$ cat src/design/fine_dac_defs.vh
// Register map, field layout and reset values of the fine DAC override bank
`ifndef FINE_DAC_DEFS_VH
`define FINE_DAC_DEFS_VH

// ==========================================================================
// Register offsets (byte addresses on the register port)
`define OFS_OPTICAL_CHANNEL_ONE_EXP1_FINE_DAC 8'h2C
`define OFS_OPTICAL_CHANNEL_ONE_EXP2_FINE_DAC 8'h2D
`define OFS_OPTICAL_CHANNEL_ONE_EXP3_FINE_DAC 8'h2E
`define OFS_OPTICAL_CHANNEL_ONE_EXP4_FINE_DAC 8'h2F
`define OFS_OPTICAL_CHANNEL_ONE_EXP5_FINE_DAC 8'h30
`define OFS_OPTICAL_CHANNEL_ONE_EXP6_FINE_DAC 8'h31
`define OFS_OPTICAL_CHANNEL_TWO_EXP1_FINE_DAC 8'h32
`define OFS_OPTICAL_CHANNEL_TWO_EXP2_FINE_DAC 8'h33
`define OFS_OPTICAL_CHANNEL_TWO_EXP3_FINE_DAC 8'h34
`define OFS_OPTICAL_CHANNEL_TWO_EXP4_FINE_DAC 8'h35
`define OFS_OPTICAL_CHANNEL_TWO_EXP5_FINE_DAC 8'h36
`define OFS_OPTICAL_CHANNEL_TWO_EXP6_FINE_DAC 8'h37

// ==========================================================================
// Bank geometry
`define BANK_FIRST_OFS 8'h2C
`define BANK_LAST_OFS 8'h37
`define SLOTS_PER_CHANNEL 6
`define BANK_SLOTS 12

// ==========================================================================
// Field layout
`define OVERRIDE_BIT 7
`define RESERVED_BIT 6
`define CODE_MSB 5
`define CODE_LSB 0
`define CODE_WIDTH 6

// ==========================================================================
// Reset values
`define OVERRIDE_RESET 1'h0
`define CODE_RESET 6'h00
`define UNMAPPED_READ 8'h00

// ==========================================================================
// Exposure numbering on the chip side
`define EXPOSURE_FIRST 3'h1
`define EXPOSURE_LAST 3'h6

`endif

$ cat src/design/fine_dac_override_bank.v
// Fine DAC override register bank for both optical channels, top level
// Function
// [RQ1] Channel one flag clear: chip picks the fine DAC code automatically.
// [RQ2] Offset 0x30 holds channel one exposure five flag and code.
// [RQ3] Offset 0x31 holds channel one exposure six flag and code.
// [RQ4] Channel one flag set: bits five to zero become the DAC code.
// [RQ5] Channel one flag clear: stored code has no effect on conversion.
// [RQ6] Offsets 0x32 to 0x36 hold channel two exposures one to five.
// [RQ7] Channel two flag clear: chip picks the fine DAC code automatically.
// [RQ8] Channel two flag set: bits five to zero become the DAC code.
// [RQ9] Channel two flag clear: stored code is ignored.
// [RQ10] Software may steer subranging per exposure through flags and codes.
// [RQ11] Channel one exposures one to four sit at 0x2C to 0x2F.
// [RQ12] Channel two exposure six sits at 0x37, same behaviour.
// [RQ13] Flag in bit seven, bit six reads zero, all fields reset zero.
`timescale 1ns/1ps
`include "fine_dac_defs.vh"

module fine_dac_override_bank #(
  parameter SLOTS = `SLOTS_PER_CHANNEL,
  parameter CODE_W = `CODE_WIDTH
) (
  // Clock, reset and enable
  input wire core_clk,
  input wire reset,
  input wire ce,
  // Register port from the serial interface
  input wire [7:0] reg_addr,
  input wire reg_wr,
  input wire [7:0] reg_wdata,
  input wire reg_rd,
  output reg [7:0] reg_rdata,
  output reg reg_rvalid,
  output reg reg_hit,
  // Channel one conversion request
  input wire ch1_conv_req,
  input wire [2:0] ch1_exposure,
  input wire [CODE_W-1:0] ch1_auto_code,
  // Channel one conversion answer
  output reg ch1_code_valid,
  output reg [CODE_W-1:0] ch1_dac_code,
  output reg ch1_code_from_sw,
  // Channel two conversion request
  input wire ch2_conv_req,
  input wire [2:0] ch2_exposure,
  input wire [CODE_W-1:0] ch2_auto_code,
  // Channel two conversion answer
  output reg ch2_code_valid,
  output reg [CODE_W-1:0] ch2_dac_code,
  output reg ch2_code_from_sw,
  // Flag summaries, slot one in bit zero
  output reg [SLOTS-1:0] ch1_override_flags,
  output reg [SLOTS-1:0] ch2_override_flags
);

  localparam TOTAL = 2 * SLOTS;

  // ========================================================================
  // Address decode
  wire in_bank;
  wire [7:0] slot_offset;
  wire [3:0] slot_index;

  assign in_bank = (reg_addr >= `BANK_FIRST_OFS) && (reg_addr <= `BANK_LAST_OFS);
  assign slot_offset = reg_addr - `BANK_FIRST_OFS;
  // Slots 0..5 are channel one, 6..11 channel two, in ascending offset
  assign slot_index = slot_offset[3:0]; // see [RQ2] see [RQ3] see [RQ6] see [RQ11] see [RQ12]

  // ========================================================================
  // Slot registers
  wire [TOTAL-1:0] slot_override;
  wire [TOTAL*CODE_W-1:0] slot_code;

  genvar g;
  generate
    for (g = 0; g < TOTAL; g = g + 1) begin : slot
      wire slot_we;
      assign slot_we = reg_wr && in_bank && (slot_index == g); // see [RQ10]
      override_slot #(
        .CODE_W(CODE_W)
      ) u_slot (
        .core_clk(core_clk),
        .reset(reset),
        .ce(ce),
        .write_en(slot_we),
        .write_data(reg_wdata),
        .override_reg(slot_override[g]),
        .code_reg(slot_code[g*CODE_W +: CODE_W])
      );
    end
  endgenerate

  // ========================================================================
  // Read path
  reg [7:0] read_next;
  reg [CODE_W-1:0] read_code;
  reg read_flag;

  always @* begin
    read_code = slot_code[slot_index*CODE_W +: CODE_W];
    read_flag = slot_override[slot_index];
    read_next = `UNMAPPED_READ;
    if (in_bank) begin
      read_next[`OVERRIDE_BIT] = read_flag;
      read_next[`RESERVED_BIT] = 1'b0; // see [RQ13]
      read_next[`CODE_MSB:`CODE_LSB] = read_code;
    end
  end

  always @(posedge core_clk) begin
    if (reset) begin
      reg_rdata <= `UNMAPPED_READ;
      reg_rvalid <= 1'b0;
      reg_hit <= 1'b0;
    end else if (ce) begin
      reg_rvalid <= reg_rd;
      if (reg_rd) begin
        reg_rdata <= read_next;
        reg_hit <= in_bank;
      end
    end
  end

  // ========================================================================
  // Code selection per channel
  wire [CODE_W-1:0] ch1_sel_code;
  wire ch1_sel_sw;
  wire [CODE_W-1:0] ch2_sel_code;
  wire ch2_sel_sw;

  // Channel one uses the lower half of the bank
  dac_code_select #(
    .SLOTS(SLOTS),
    .CODE_W(CODE_W)
  ) u_ch1_select (
    .exposure(ch1_exposure),
    .auto_code(ch1_auto_code),
    .override_flags(slot_override[SLOTS-1:0]),
    .sw_codes(slot_code[SLOTS*CODE_W-1:0]),
    .applied_code(ch1_sel_code), // see [RQ1] see [RQ4] see [RQ5]
    .from_software(ch1_sel_sw)
  );

  dac_code_select #(
    .SLOTS(SLOTS),
    .CODE_W(CODE_W)
  ) u_ch2_select (
    .exposure(ch2_exposure),
    .auto_code(ch2_auto_code),
    .override_flags(slot_override[TOTAL-1:SLOTS]),
    .sw_codes(slot_code[TOTAL*CODE_W-1:SLOTS*CODE_W]),
    .applied_code(ch2_sel_code), // see [RQ7] see [RQ8] see [RQ9]
    .from_software(ch2_sel_sw)
  );

  // ========================================================================
  // Registered answers to the converters
  always @(posedge core_clk) begin
    if (reset) begin
      ch1_code_valid <= 1'b0;
      ch1_dac_code <= `CODE_RESET;
      ch1_code_from_sw <= 1'b0;
      ch2_code_valid <= 1'b0;
      ch2_dac_code <= `CODE_RESET;
      ch2_code_from_sw <= 1'b0;
    end else if (ce) begin
      ch1_code_valid <= ch1_conv_req;
      ch2_code_valid <= ch2_conv_req;
      // Code holds between requests so the DAC never sees a glitch
      if (ch1_conv_req) begin
        ch1_dac_code <= ch1_sel_code; // see [RQ4] see [RQ5]
        ch1_code_from_sw <= ch1_sel_sw;
      end
      if (ch2_conv_req) begin
        ch2_dac_code <= ch2_sel_code; // see [RQ8] see [RQ9]
        ch2_code_from_sw <= ch2_sel_sw;
      end
    end
  end

  // ========================================================================
  // Flag summaries, one cycle behind the slot registers
  always @(posedge core_clk) begin
    if (reset) begin
      ch1_override_flags <= {SLOTS{1'b0}};
      ch2_override_flags <= {SLOTS{1'b0}};
    end else if (ce) begin
      ch1_override_flags <= slot_override[SLOTS-1:0];
      ch2_override_flags <= slot_override[TOTAL-1:SLOTS];
    end
  end

endmodule // fine_dac_override_bank

$ cat src/design/override_slot.v
// One override register: flag and six-bit code, reserved bit not stored
`timescale 1ns/1ps
`include "fine_dac_defs.vh"

module override_slot #(
  parameter CODE_W = `CODE_WIDTH
) (
  // Clock, reset and enable
  input wire core_clk,
  input wire reset,
  input wire ce,
  // Write side
  input wire write_en,
  input wire [7:0] write_data,
  // Stored fields
  output reg override_reg,
  output reg [CODE_W-1:0] code_reg
);

  // ========================================================================
  // Storage
  always @(posedge core_clk) begin
    if (reset) begin
      override_reg <= `OVERRIDE_RESET; // see [RQ13]
      code_reg <= `CODE_RESET; // see [RQ13]
    end else if (ce && write_en) begin
      // Reserved bit is dropped here so it can never read back as one
      override_reg <= write_data[`OVERRIDE_BIT]; // see [RQ13]
      code_reg <= write_data[`CODE_MSB:`CODE_LSB];
    end
  end

endmodule // override_slot

$ cat src/design/dac_code_select.v
// Chooses between the chip's automatic code and the software code of one channel
`timescale 1ns/1ps
`include "fine_dac_defs.vh"

module dac_code_select #(
  parameter SLOTS = `SLOTS_PER_CHANNEL,
  parameter CODE_W = `CODE_WIDTH
) (
  // Exposure being converted and the chip's own choice
  input wire [2:0] exposure,
  input wire [CODE_W-1:0] auto_code,
  // Software fields of this channel, slot 1 in the lowest lane
  input wire [SLOTS-1:0] override_flags,
  input wire [SLOTS*CODE_W-1:0] sw_codes,
  // Result
  output reg [CODE_W-1:0] applied_code,
  output reg from_software
);

  integer i;

  // ========================================================================
  // Selection
  always @* begin
    applied_code = auto_code;
    from_software = 1'b0;
    for (i = 0; i < SLOTS; i = i + 1) begin
      // Stored code reaches the DAC only through the flag gate
      if ((exposure == i + 1) && override_flags[i]) begin
        applied_code = sw_codes[i*CODE_W +: CODE_W];
        from_software = 1'b1;
      end
    end
  end

endmodule // dac_code_select

$ cat config.mk
export PLATFORM = sky130hd
export DESIGN_NAME = fine_dac_override_bank
export DESIGN_NICKNAME = d
export VERILOG_FILES = /design/src/design/fine_dac_override_bank.v /design/src/design/override_slot.v /design/src/design/dac_code_select.v
export VERILOG_INCLUDE_DIRS = /design/src /design/src/design
export SDC_FILE = /design/constraint.sdc
export NUM_CORES = 1
export LEC_CHECK = 0
export BUFFER_PORTS_ARGS = -buffer_cell sky130_fd_sc_hd__buf_4
export CORE_MARGIN = 10
export CORE_UTILIZATION = 60
export CTS_BUF_LIST = sky130_fd_sc_hd__clkbuf_8
export DETAILED_ROUTE_END_ITERATION = 12
export PLACE_DENSITY = 0.89
export SLEW_MARGIN = 20
export SYNTH_ARGS = -nofsm -noshare
export SYNTH_HDL_FRONTEND = slang
export SYNTH_SLANG_ARGS = --single-unit
export TNS_END_PERCENT = 5
$ cat constraint.sdc
create_clock -name core_clk -period 5.5 [get_ports core_clk]
set_input_delay 1.65 -clock core_clk [delete_from_list [all_inputs] [get_ports core_clk]]
set_output_delay 1.65 -clock core_clk [all_outputs]
set_load 0.03 [all_outputs]
==> Yosys cells after proc, flatten, opt, wreduce, memory -nomap -nowiden <==
Cells that the tools add are included.
{ "totals": {"regBits": 122, "latch_bits": 0, "ramBits": 0, "romBits": 0, "word_cells": 133, "memories": 0} }
{ "classes": {"addsub": 1, "mul": 1, "div_mod_pow": 0, "magnitude_cmp": 3, "n_eq_ne": 23, "n_shift": 1, "mux": 27, "n_bitwise": 0, "n_reduce_logical": 42} }
{ "op_table": {"columns": ["op", "n"], "rows": [
  ["$mux 6", 12],
  ["$shiftx 72x8->6", 1],
  ["$logic_and 1x1->1", 38],
  ["$eq 3x3->1 const B", 6],
  ["$eq 4x3->1 const B", 4],
  ["$eq 4x4->1 const B", 4],
  ["$mux 1", 13],
  ["$eq 3x2->1 const B", 4],
  ["$eq 4x2->1 const B", 2],
  ["$ge 8x6->1 const B", 1],
  ["$le 8x6->1 const B", 1],
  ["$mux 8", 1],
  ["$eq 3x1->1 const B", 2],
  ["$mul 4x2->6 const B", 1],
  ["$reduce_and 2->1", 3],
  ["$lt 4x5->1 const B", 1],
  ["$bmux 1 s4", 1],
  ["$eq 4x1->1 const B", 1],
  ["$logic_not 4->1", 1],
  ["$sub 4x4->4 const B", 1]
]} }

==> Depth between registers and ports, before layout <==
Gate-level depths: netlist (run 1).
{ "depth": {"ltp_word": 8, "mapped_depth": 9, "ltp_nobuf": 7} }

==> Modules after synthesis <==
A second synthesis (run 1) with hierarchy kept.
{ "hier_totals": {"cells_unflattened": 738, "area_unflattened_um2": 6683.9} }
{ "by_module_without_submodules": {"columns": ["module", "instances", "cells_each", "area_per_inst_um2", "seq_area_each_um2"], "rows": [
  ["override_slot", 12, 30, 299.0, 140.1],
  ["fine_dac_override_bank", 1, 232, 2154.6, 740.7],
  ["dac_code_select", 2, 73, 470.5, 0.0]
]} }

==> Least setup slack after synthesis (run 1) <==
Ideal clock, no wire load.
{ "synth_path": {"path_kind": "input -> register", "start": "input port reg_addr[2]", "end": "register reg_rdata[3]", "t_arrival_ps": 3303, "t_required_ps": 5383, "slack_ps": 2079, "cell_stages": 9, "cell_sequence": "clkbuf_1 -> clkinv_1 -> ha_1 -> clkbuf_1 -> inv_1 -> buf_1 -> nand2_1 -> nand3_1 -> a32o_1"} }
{ "synth_between": {"elab_chain_cells": 4, "word_cells_on_any_way": 7, "cone_classes": "add/sub (1); mul (1); order compare (2); shift (1); mux (1); reduce/logical (1)"} }
{ "synth_rtl": {"columns": ["element", "line_no", "text"], "rows": [
  ["start: declaration", "fine_dac_override_bank.v:28", "input wire [7:0] reg_addr,"],
  ["$sub 4x4->4 (no source line)", null, null],
  ["$mul 4x2->6", "fine_dac_override_bank.v:100", "read_code = slot_code[slot_index*CODE_W +: CODE_W];"],
  ["$shiftx 72x8->6", "fine_dac_override_bank.v:100", null],
  ["$mux 8 (*)", "fine_dac_override_bank.v:103", "if (in_bank) begin"],
  ["end signal: assignment", "fine_dac_override_bank.v:112", "reg_rdata <= `UNMAPPED_READ;"],
  ["end signal: assignment", "fine_dac_override_bank.v:118", "reg_rdata <= read_next;"],
  ["end: declaration", "fine_dac_override_bank.v:32", "output reg [7:0] reg_rdata,"]
]} }
Every way passes the cells marked *; elsewhere a longest branch is shown, timed or not.
A chain may end at the register's enable or synchronous reset.

==> Final worst setup path (run 1) <==
{ "layout_path": {"start": "input port reg_addr[0]", "end": "register slot[8].u_slot.code_reg[0]"} }
{ "layout_between": {"elab_chain_cells": 5, "word_cells_on_any_way": 8, "cone_classes": "add/sub (1); order compare (2); eq/ne (1); reduce/logical (4)"} }
{ "layout_rtl": {"columns": ["element", "line_no", "text"], "rows": [
  ["$ge 8x6->1 (no source line) / $le 8x6->1 (equally long branches)", null, null],
  ["$logic_and 1x1->1", "fine_dac_override_bank.v:64", "assign in_bank = (reg_addr >= `BANK_FIRST_OFS) && (reg_addr <= `BANK_LAST_OFS);"],
  ["$logic_and 1x1->1", "fine_dac_override_bank.v:78", "assign slot_we = reg_wr && in_bank && (slot_index == g);"],
  ["$logic_and 1x1->1 (*)", "fine_dac_override_bank.v:78", null],
  ["$logic_and 1x1->1 (*)", "override_slot.v:26", "end else if (ce && write_en) begin"],
  ["end signal: assignment", "override_slot.v:25", "code_reg <= `CODE_RESET;"],
  ["end signal: assignment", "override_slot.v:29", "code_reg <= write_data[`CODE_MSB:`CODE_LSB];"],
  ["end: declaration", "override_slot.v:17", "output reg [CODE_W-1:0] code_reg"]
]} }
Marked as above.

==> impl_results.md, run 1 <==
* Relative area change from synthesis to final layout at 14.3%
* Reg clk slew, reported paths at 80 ps
* Detailed-route DRC error count at 0
* Via count at 5232
* Relative contribution of combinational cells to total power at 9.1%
* CTS Buf Count at 17
* Post-synth cell types at between 60 and 70
* Final design area excluding fillers at ~0.0070 mm2
* Synthesized-area fraction occupied by ao, oa, aoi and oai cells at 8.71%
* Area of the core region at 0.00991 mm2
* Post-DP HPWL at 11.7 mm
* GP Congestion at 0.925
* Number of buffer cells added on primary ports at 76
* Max Fclk at 286 MHz
* Xor-xnor portion of the synthesized cell area at 0%
* Count of instances resized after the clock tree is built at 0
* Placed instance area at 0.00666 mm2
* Cell count of the worst reg-to-reg path at 5
* Largest family of logic cells by synthesized area: multiplexers
* Crit Path Max Fanout at 26
* Clock insertion delay at the later pin of the skew report at 440 ps
* Setup violation total in the final timing report at 0
* Initial antenna violation count at 0
* Clock Sink Count at 121
* Arrival time worst endpoint at 3780 ps
* Via-per-instance ratio at between 6 and 7
* Category of the worst setup path launch point: input pin
* Boundary pin count at 79
* Worst slew margin relative to its limit at 48.4%
* Pin slew with the least headroom to its limit at 767 ps
* Sum of overflow across all layers after global routing at 0
* Total leakage power at 2.77 nW
* Clock Root Buffer: clkbuf_8
* Register area share after synthesis at 39.3%
* Filler-free cell count of the finished design at 819
* EDFF count, synth at 0
* Final Cycle Share at between 60% and 70%
* Dominant register cell in the synthesized netlist: dfxtp_1
* Vias in the first global route at 5247
* Power per cell area at 258 mW/mm2
* Die outline area at around 0.015 mm2
* Initial DRT Pass Iterations at 8
* Total Routing Usage GR at 22.7%
* Clock share of power at between 40% and 50%
* Synthesis warning total at 0
* Detailed router's first-iteration violation count at 680
* Time the worst path needs with I/O delays and setup at 3490 ps
* Hold Crit Class: flip-flop to flip-flop
* Final total negative setup slack at 0 ps
* Pin count of the biggest net entering global routing at 62
* Largest register FFs at 72
* Run status: completed
* Cell area after technology mapping at 0.00616 mm2
* Unrepaired setup endpoints after global routing: false
* CTS H-tree depth at 4
* Capturing element type of the critical path: flip-flop
* Type of the worst setup path: input pin to flip-flop
* Final net count at just over 700
* Per-instance average area after synthesis at 9.92 um2
* Number of cells on the worst hold path at 2
* Switching power share of the total at around 27%
* Internal power at 1.33 mW
* Adder-cell share of the synthesized area at less than 1%
* Wire length of the first global-routing pass at 27.0 mm
* Number of post-CTS setup repair buffers at 0
* Avg WL per Cell at 20.3 um
* Deepest clock path buffer count at 2
* Post-synth net total at roughly 670
* Std-Cell Rows at 36
* Die height at 121 um
* # Max-Cap Violations at 0
* Chip width at 121 um
* Final wirelength at 16.6 mm
* ANT nets after route at 0
* Post-synthesis share of cell area spent on and, or, nand and nor gates at 20.2%
* Count of antenna diodes in the layout at 0
* TritonCTS clock tree: done
* Final hold viol count at 0
* Data required, critical path at 5790 ps
* Async set-reset flop share out of synthesis at 0%
* Max-slew violation count at 0
* Sequential share of power at 48.9%
* Dpl cells at 787
* Synth Register Bits at 121
* CTS Hold Buffers Added at 0
* Number of standard cells after synthesis at 621
* Proportion of layout cells with a drive suffix above 1 at 22.3%
* Initial cell density of the core at 62.2%
* Multiplexer share of the synthesized area at between 20% and 30%
* Layout Skew at 10.0 ps
* Worst supply voltage drop on vdd at about 0.19 mV
* Switching Power at 0.490 mW
synth_stat cells (all sizes together) (2+ instances only):
master,n,area [um2]
nor3b,5,42.5
a221oi,6,52.6
and2,2,12.5
nand4b,4,41.3
mux4,21,473
o221ai,4,35.0
o22ai,7,43.8
a21oi,25,125
o21ai,7,35.0
nor2,112,420
nand3,16,90.1
ha,4,50.1
and3,4,25.0
nor3,15,188
and4bb,2,25.0
inv,7,26.3
o21a,2,15.0
nor4,6,43.8
a211oi,7,52.6
mux2i,112,1120
nand2b,5,31.3
dfxtp,121,2420
a22oi,4,30.0
buf,19,130
nand2,43,161
nand3b,6,61.3
a32o,7,70.1
clkbuf,25,115
mux2,3,37.5
nand4bb,3,33.8
layer usage:
layer	global-route usage, %	share of wire (%)	vias up	routed length [um]
met5	0	0	-	0
met3	6.28	9.5	70	1570
li1	-	-	2348	-
met1	27.5	39	2474	6420
met2	36.4	48	340	7910
met4	11.3	4.3	0	715
placed cells by master (no fill, tap or decap), types with 4 or more instances in the layout:
cell type | netlist | final
a221oi_1 | 6 | 6
dfxtp_1 | 121 | 121
a22oi_1 | 4 | 4
o21ai_0 | 7 | 7
o221ai_1 | 4 | 4
nor3b_1 | 4 | 4
buf_4 | 6 | 77
nand2b_1 | 5 | 5
clkbuf_8 | 2 | 19
nor3_1 | 5 | 5
nor3_4 | 10 | 10
a211oi_1 | 7 | 7
a21oi_1 | 25 | 25
inv_1 | 7 | 7
mux4_2 | 21 | 21
a32o_1 | 7 | 7
o22ai_1 | 7 | 7
and3_1 | 4 | 4
nand2_1 | 43 | 43
nor2_1 | 112 | 112
mux2i_1 | 112 | 112
nor4_1 | 5 | 5
nand3b_1 | 4 | 4
ha_1 | 4 | 4
nand3_1 | 14 | 14
power groups by stage:
stage / Sequential (mW) / Combinational, mW / Clock [mW]
detailed placement: 0.909 / 0.163 / 0
CTS: 0.889 / 0.164 / 0.766
global placement: 0.908 / 0.158 / 0
floorplan: 0.922 / 0.0981 / 0
finish: 0.889 / 0.165 / 0.764
global route: 0.889 / 0.177 / 0.808
cells by family (layout without fill, tap and decap cells):
group,count (synthesis),after routing
AND/OR/NAND/NOR,231,231
other,1,1
multiplexers,136,136
buffers and inverters,52,117
adder cells (fa/ha/maj),4,4
AO/OA/AOI/OAI,76,76
flip-flops,121,121
final timing paths:
path | slack, ps | endpoint | startpoint
max | 2010 | slot[8].u_slot.code_reg[0] | reg_addr[0]
min | 480 | ch2_code_valid | ch2_code_valid
max reg2reg | 3510 | ch1_dac_code[5] | slot[1].u_slot.override_reg
min reg2reg | 480 | ch2_code_valid | ch2_code_valid
through the flow:
stage,setup slack [ps],util (%),power [mW],hold WS (ps)
5_1_grt,1830,71.1,1.87,508
2_1_floorplan,2080,-,1.02,459
3_3_place_gp,1760,67.2,1.07,460
4_1_cts,2010,71.1,1.82,484
6_report,2010,71.1,1.82,482
3_5_place_dp,1640,67.2,1.07,471
critical path: stages:
cell      delay (ps)
buf_4            410
nand3_2          130
a31o_4           390
nand4b_1         660
mux2i_1          420
nor2_1           110
layout make-up:
cell class	instances	area (um2)
Clock buffer	19	262
Clock inverter	13	120
Fill cell	705	2870
Inverter	8	30.0
Multi-Input combinational cell	448	3460
Sequential cell	121	2420
Tap cell	133	166
Timing Repair Buffer	77	578
Note: power is estimated with default switching activity, not from simulation.
==> inputs of run 2 (changes only) <==
--- a/config.mk
+++ b/config.mk
@@ -6,12 +6,13 @@
 export SDC_FILE = /design/constraint.sdc
 export NUM_CORES = 1
 export LEC_CHECK = 0
+export ABC_AREA = 1
 export BUFFER_PORTS_ARGS = -buffer_cell sky130_fd_sc_hd__buf_4
 export CORE_MARGIN = 10
-export CORE_UTILIZATION = 60
+export CORE_UTILIZATION = 55
 export CTS_BUF_LIST = sky130_fd_sc_hd__clkbuf_8
 export DETAILED_ROUTE_END_ITERATION = 12
-export PLACE_DENSITY = 0.89
+export PLACE_DENSITY = 0.86
 export SLEW_MARGIN = 20
 export SYNTH_ARGS = -nofsm -noshare
 export SYNTH_HDL_FRONTEND = slang
==> constraint.sdc (replaced) <==
create_clock -name core_clk -period 3.05 [get_ports core_clk]
set_input_delay 0.915 -clock core_clk [delete_from_list [all_inputs] [get_ports core_clk]]
set_output_delay 0.915 -clock core_clk [all_outputs]
set_load 0.03 [all_outputs]
==> run 2 against run 1 <==
  * Critical path depth rose by 2
  * Clock power grew 100%
  * Final cell count increased by 54%
  * Register-to-register slack got worse by 2300 ps
  * Non-clock buffer count increased by 13
  * Flip-flop and latch count unchanged
  * Clock skew hardly changed
  * Via count grew 30%
  * Hold slack worse by 17 ps
  * Die area increased by 14%
  * Utilization down 5.2 points
  * Sequential share of layout area down 2.6 points
==> impl_results.md, run 2 <==
* Post-layout utilization of the core at 65.8%
* Final wirelength at between 15 and 20 mm
* Count of instances resized after the clock tree is built at 0
* Run status: completed
* Boundary pin count at about 80
* Async set-reset flop share out of synthesis at 0%
* Number of buffer cells added on primary ports at 76
* # Max-Cap Violations at 0
* Largest stage delay, worst path at 500 ps
* Time the worst path needs with I/O delays and setup at 2350 ps
* Max-slew violation count at 0
* Die outline area at 0.0168 mm2
* Dominant cell by count in the synthesized netlist: nand2_1
* Unrepaired setup endpoints after global routing: false
* Clock insertion delay at the later pin of the skew report at 450 ps
* Clock Sink Count at 121
* Number of standard cells after synthesis at 1052
* Crit-path cells: buf_4 > ha_1 > or2_2 > and3_1 > and2_4 > nand4_1 > nor2_1 > nor2_1
* Placed instance area at 0.00718 mm2
* Sum of overflow across all layers after global routing at 0
* Data required, critical path at ~3400 ps
* Cell count of the worst reg-to-reg path at 9
* Initial DRT Pass Iterations at 6
* Worst supply voltage drop on vdd at 0.242 mV
* Final hold viol count at 0
* Register area share after synthesis at between 30% and 40%
* TritonCTS clock tree: done
* Type of the worst setup path: input pin to flip-flop
* Wire length of the first global-routing pass at 30.7 mm
* Capturing element type of the critical path: flip-flop
* Final net count at 1152
* Chip width at 130 um
* Detailed-route DRC error count at 0
* R2r setup slk at ~1300 ps
* End of the critical path: slot[9].u_slot.code_reg[4]
* Post-synth net total at 1097
* Most used standard cells in the synthesized netlist: 321 x nand2_1, 193 x nor2_1, 140 x inv_1, 121 x dfxtp_1, 65 x o21ai_0
* Hold Crit Class: flip-flop to flip-flop
* Power per cell area at 466 mW/mm2
* Per-instance average area after synthesis at 6.28 um2
* Dominant register cell in the synthesized netlist: dfxtp_1
* Most frequent cells in the layout: 321 x nand2_1, 193 x nor2_1, 141 x inv_1
* ANT nets after route at 0
* GP Congestion at approximately 0.95
* Total Routing Usage GR at 22.8%
* Area of the core region at 0.0116 mm2
* Final design area excluding fillers at 0.00761 mm2
* R2R Path End: ch2_dac_code[2]
* Clock Root Buffer: clkbuf_8
* Cells taking the most area after synthesis: dfxtp_1 37%, nand2_1 18%, nor2_1 11%
* Setup violation total in the final timing report at 0
* Initial antenna violation count at 0
* Largest area contributor in the synthesized netlist: dfxtp_1
* Synth Register Bits at 121
* CTS H-tree depth at 4
* Initial cell density of the core at 57.1%
* EDFF count, synth at 0
* Largest register FFs at 72
* Reg-to-Reg Start: slot[8].u_slot.override_reg
* Library cell appearing most often on the critical path: nor2_1
* Deepest clock path buffer count at 2
* Number of post-CTS setup repair buffers at 0
* Pin slew with the least headroom to its limit at 694 ps
* Total leakage power at roughly 3.9 nW
* Via-per-instance ratio at 5.41
* CP Launch Point: reg_addr[2]
* Synthesis warning total at 0
* Pin count of the biggest net entering global routing at 62
* Arrival time worst endpoint at 2680 ps
* Detailed router's first-iteration violation count at 792
* Via count at about 6800
* Category of the worst setup path launch point: input pin
* Cell area after technology mapping at around 0.0066 mm2
* Std-Cell Rows at 39
* Relative area change from synthesis to final layout at 15.3%
* Final total negative setup slack at 0 ps
* Count of antenna diodes in the layout at 0
* Commonest non-fill, non-tap cell in the layout: nand2_1
* Worst slew margin relative to its limit at 53.5%
* Die height at 130 um
* Share of the synthesized area in the top cell type at 36.7%
* Final Cycle Share at 77.1%
* Max Fclk at 425 MHz
* Reg clk slew, reported paths at 70 ps
* CTS Hold Buffers Added at 0
* Crit Path Max Fanout at 20
* Layout Skew at 10.4 ps
* Vias in the first global route at roughly 6300
* CTS Buf Count at 17
* Avg WL per Cell at 15.2 um
* Post-synth cell types at 33
* Proportion of layout cells with a drive suffix above 1 at 12.6%
* Slowest stage cell on the critical path: nand4_1
* Post-DP HPWL at 13.5 mm
[run 2: cell types whose count changed in the layout (fill, tap and decap cells not counted), moves of 11 or more]
cell     before  now
nand3_1      14   25
nand2_1      43  321
nand4_1       0   16
inv_1         7  141
mux2i_1     112    0
buf_4        77   88
mux4_2       21    0
o21ai_0       7   65
a21oi_1      25   58
nor2_1      112  193
[run 2: metrics by stage]
stage,std cells,setup WS (ps),hold WS [ps],power (mW)
floorplan,1052,775,461,1.87
global placement,1231,316,450,2.02
detailed placement,1231,288,457,2.02
CTS,1263,750,467,3.55
global route,1263,594,492,3.66
finish,1263,698,465,3.55
[run 2: kinds of logic after synthesis]
logic type | Yosys count | synth area share, %
buffers and inverters | 196 | 12.7
AOI/OAI and AO/OA | 152 | 12.7
and+or+nand+nor | 578 | 37.1
adders and majority gates | 4 | 0.758
other | 1 | 0.0568
DFF | 121 | 36.7
[run 2: worst max-delay path, delay by kind of cell]
| family | cells | cell delay (ps) |
|---|---|---|
| and+or+nand+nor | 6 | 1310 |
| buffers and inverters | 1 | 230 |
| adders and majority gates | 1 | 230 |
[run 2: area by class of cell]
class,count,area (um2)
inverter,142,538
clock buffer,21,289
tap,143,179
timing repair buffer,90,701
fill,1048,3950
multi-input combinational,735,3340
sequential,121,2420
clock inverter,11,145
[run 2: layer usage]
layer	wire, um	track usage, %	up-vias
met3	1820	4.93	33
met2	8960	37.1	315
met1	8070	29.2	3107
met4	316	8.07	0
met5	0	0	-
li1	-	-	3372
[run 2: how the worst min path moves through the flow]
stage                                           start                    end  slack [ps]  depth (start not counted)
after floorplan           slot[9].u_slot.override_reg  ch2_override_flags[3]         460                          2
after global placement                     reg_rvalid             reg_rvalid         450                          2
after detailed placement                   reg_rvalid             reg_rvalid         460                          2
after CTS                                  reg_rvalid             reg_rvalid         470                          2
after global routing                     reg_rdata[1]           reg_rdata[1]         490                          2
final                                      reg_rvalid             reg_rvalid         460                          2
[run 2: where the power goes]
group / internal, mW / leakage [nW] / total [mW] / switching, mW
Clock: 0.891 / 0.207 / 1.56 / 0.665
Combinational: 0.124 / 2.74 / 0.379 / 0.255
Sequential: 1.60 / 0.980 / 1.61 / 0.0119
Total: 2.62 / 3.93 / 3.55 / 0.932
==> inputs of run 3 (changes only) <==
==> constraint.sdc (replaced) <==
create_clock -name core_clk -period 2 [get_ports core_clk]
set_input_delay 0.6 -clock core_clk [delete_from_list [all_inputs] [get_ports core_clk]]
set_output_delay 0.6 -clock core_clk [all_outputs]
set_load 0.03 [all_outputs]
==> run 3 against run 2 <==
  * Combinational power grew 63%
  * Die area is the same
  * Critical path depth grew 2
  * Wire length grew 2.9%
  * Register-to-register slack lost 920 ps
  * Flip-flop and latch count is the same
  * Hold slack lost 6.5 ps
  * Clock power grew 54%
  * Clock skew shrank 0.67 ps
  * Critical endpoint is now slot[3].u_slot.code_reg[4]
  * Largest power group unchanged
==> impl_results.md, run 3 (synthesized netlist as in run 2, its figures left out) <==
* Cell count of the worst reg-to-reg path at 9
* GP Congestion at 0.962
* Post-DP HPWL at about 14 mm
* Pin count of the biggest net entering global routing at 52
* Reg-to-Reg Start: slot[6].u_slot.override_reg
* Deepest clock path buffer count at 2
* R2R Path End: ch2_dac_code[0]
* Launch instance of the worst min-delay path: reset
* Number of cells on the worst hold path at 2
* Area of the core region at 0.0116 mm2
* Final Cycle Share at 86.9%
* Worst supply voltage drop on vdd at 0.349 mV
* Power per cell area at between 600 and 700 mW/mm2
* Largest register FFs at 72
* Total leakage power at 4.10 nW
* Buffers plus inverters on the worst setup path at 2
* Clock share of power at 43.8%
* Clock Root Buffer: clkbuf_8
* Wire length of the first global-routing pass at 31.6 mm
* Count of antenna diodes in the layout at 0
* CTS Hold Buffers Added at 0
* Boundary pin count at 79
* Slowest stage cell on the critical path: or2_2
* Initial cell density of the core at about 57%
* CTS Buf Count at 17
* Proportion of layout cells with a drive suffix above 1 at 14.3%
* Crit Path Max Fanout at 14
* Die outline area at 0.0168 mm2
* Number of buffer cells added on primary ports at 76
* Library cell appearing most often on the critical path: nand2_1
* Final hold viol count at 0
* Clock Sink Count at 121
* Tightest hold margin at 458 ps
* Data required, critical path at 2330 ps
* Count of instances resized after the clock tree is built at 0
* Std-Cell Rows at 39
* Max-slew violation count at 0
* Max Fclk at 575 MHz
* Category of the worst setup path launch point: input pin
* Initial DRT Pass Iterations at 5
* Layout Skew at 9.71 ps
* CTS H-tree depth at 4
* Clock insertion delay at the later pin of the skew report at 440 ps
* Sum of overflow across all layers after global routing at 0
* Unrepaired setup endpoints after global routing: false
* Time the worst path needs with I/O delays and setup at around 1700 ps
* Sequential share of power at 44.9%
* Via-per-instance ratio at 5.41
* Detailed router's first-iteration violation count at 1012
* Die height at 130 um
* Number of post-CTS setup repair buffers at 0
* Crit-path cells: buf_4 > ha_1 > or2_2 > and3_1 > and2_4 > buf_12 > nand4_4 > nand2_1 > nand2_1 > nor2_1
* Run status: completed
* Final net count at 1177
* # Max-Cap Violations at 0
* Switching Power at 1.39 mW
* Detailed-route DRC error count at 0
* Cell family contributing the most delay on the critical path: simple AND/OR/NAND/NOR gates
* Capturing element type of the critical path: flip-flop
* Setup violation total in the final timing report at 0
* Hold Crit Class: input pin to flip-flop
* Via count at 6959
* Most frequent cells in the layout: 321 x nand2_1, 193 x nor2_1, 142 x inv_1
* ANT nets after route at 0
* Reg clk slew, reported paths at roughly 70 ps
* Arrival time worst endpoint at ~2100 ps
* Type of the worst setup path: input pin to flip-flop
* Avg WL per Cell at approximately 15 um
* Placed instance area at between 0.007 and 0.008 mm2
* Initial antenna violation count at 0
* Final design area excluding fillers at 0.00787 mm2
* Relative area change from synthesis to final layout at 19.2%
* R2r setup slk at 340 ps
* Total Routing Usage GR at between 20% and 30%
* Chip width at 130 um
* Internal power at 4.09 mW
* Largest stage delay, worst path at 270 ps
* Vias in the first global route at 6407
* TritonCTS clock tree: done
* Relative contribution of combinational cells to total power at a little under an eighth
* Hold Crit Endpoint: reg_rdata[4]
* Switching power share of the total at 25.3%
* Commonest non-fill, non-tap cell in the layout: nand2_1
* Final wirelength at 19.7 mm
[run 3: changes by cell type in the layout (fill, tap and decap cells not counted)]
cell,change
buf_4,+19
buf_12,+6
clkinvlp_4,-5
clkinv_2,+4
bufinv_16,+1
clkbuf_8,-1
clkinv_4,-1
inv_1,+1
[run 3: final cells by class]
| cell class | instances | area (um2) |
|---|---|---|
| timing repair buffer | 115 | 963 |
| sequential | 121 | 2420 |
| clock inverter | 11 | 153 |
| inverter | 142 | 538 |
| clock buffer | 20 | 275 |
| tap | 143 | 179 |
| multi-input combinational | 735 | 3340 |
| fill | 992 | 3690 |
[run 3: worst max path at each step]
stage	start	endpoint	slack [ps]	cells past startpoint
after floorplan	reg_addr[2]	slot[0].u_slot.code_reg[4]	40	10
after global placement	reg_addr[2]	slot[1].u_slot.code_reg[3]	-130	10
after CTS	reg_addr[2]	slot[2].u_slot.code_reg[3]	290	10
after detailed placement	reg_addr[2]	slot[2].u_slot.code_reg[4]	-160	10
final	reg_addr[2]	slot[3].u_slot.code_reg[4]	260	10
after global routing	reg_addr[2]	slot[2].u_slot.code_reg[3]	200	10
[run 3: power groups by stage]
stage,Combinational (mW),Sequential (mW),Clock [mW]
finish,0.618,2.46,2.40
floorplan,0.276,2.58,0
global placement,0.601,2.52,0
CTS,0.612,2.46,2.42
global route,0.664,2.47,2.53
detailed placement,0.608,2.52,0
[run 3: stage by stage]
step                      util [%]  total power [mW]  worst slack [ps]  setup TNS [ps]  cells
final                         68.1              5.48               261               0   1287
after floorplan                  -              2.86              39.8               0   1052
after CTS                     68.1              5.49               287               0   1287
after global routing          68.1              5.66               198               0   1287
after global placement        64.4              3.12              -126           -8550   1256
after detailed placement      64.4              3.13              -162          -11290   1256
[run 3: routing by layer]
metal | up-vias | GRT usage [%] | wire length (um)
li1 | 3419 | - | -
met5 | - | 0 | 0
met1 | 3113 | 29.7 | 8090
met4 | 0 | 11.4 | 775
met2 | 356 | 38.1 | 9020
met3 | 71 | 4.69 | 1840
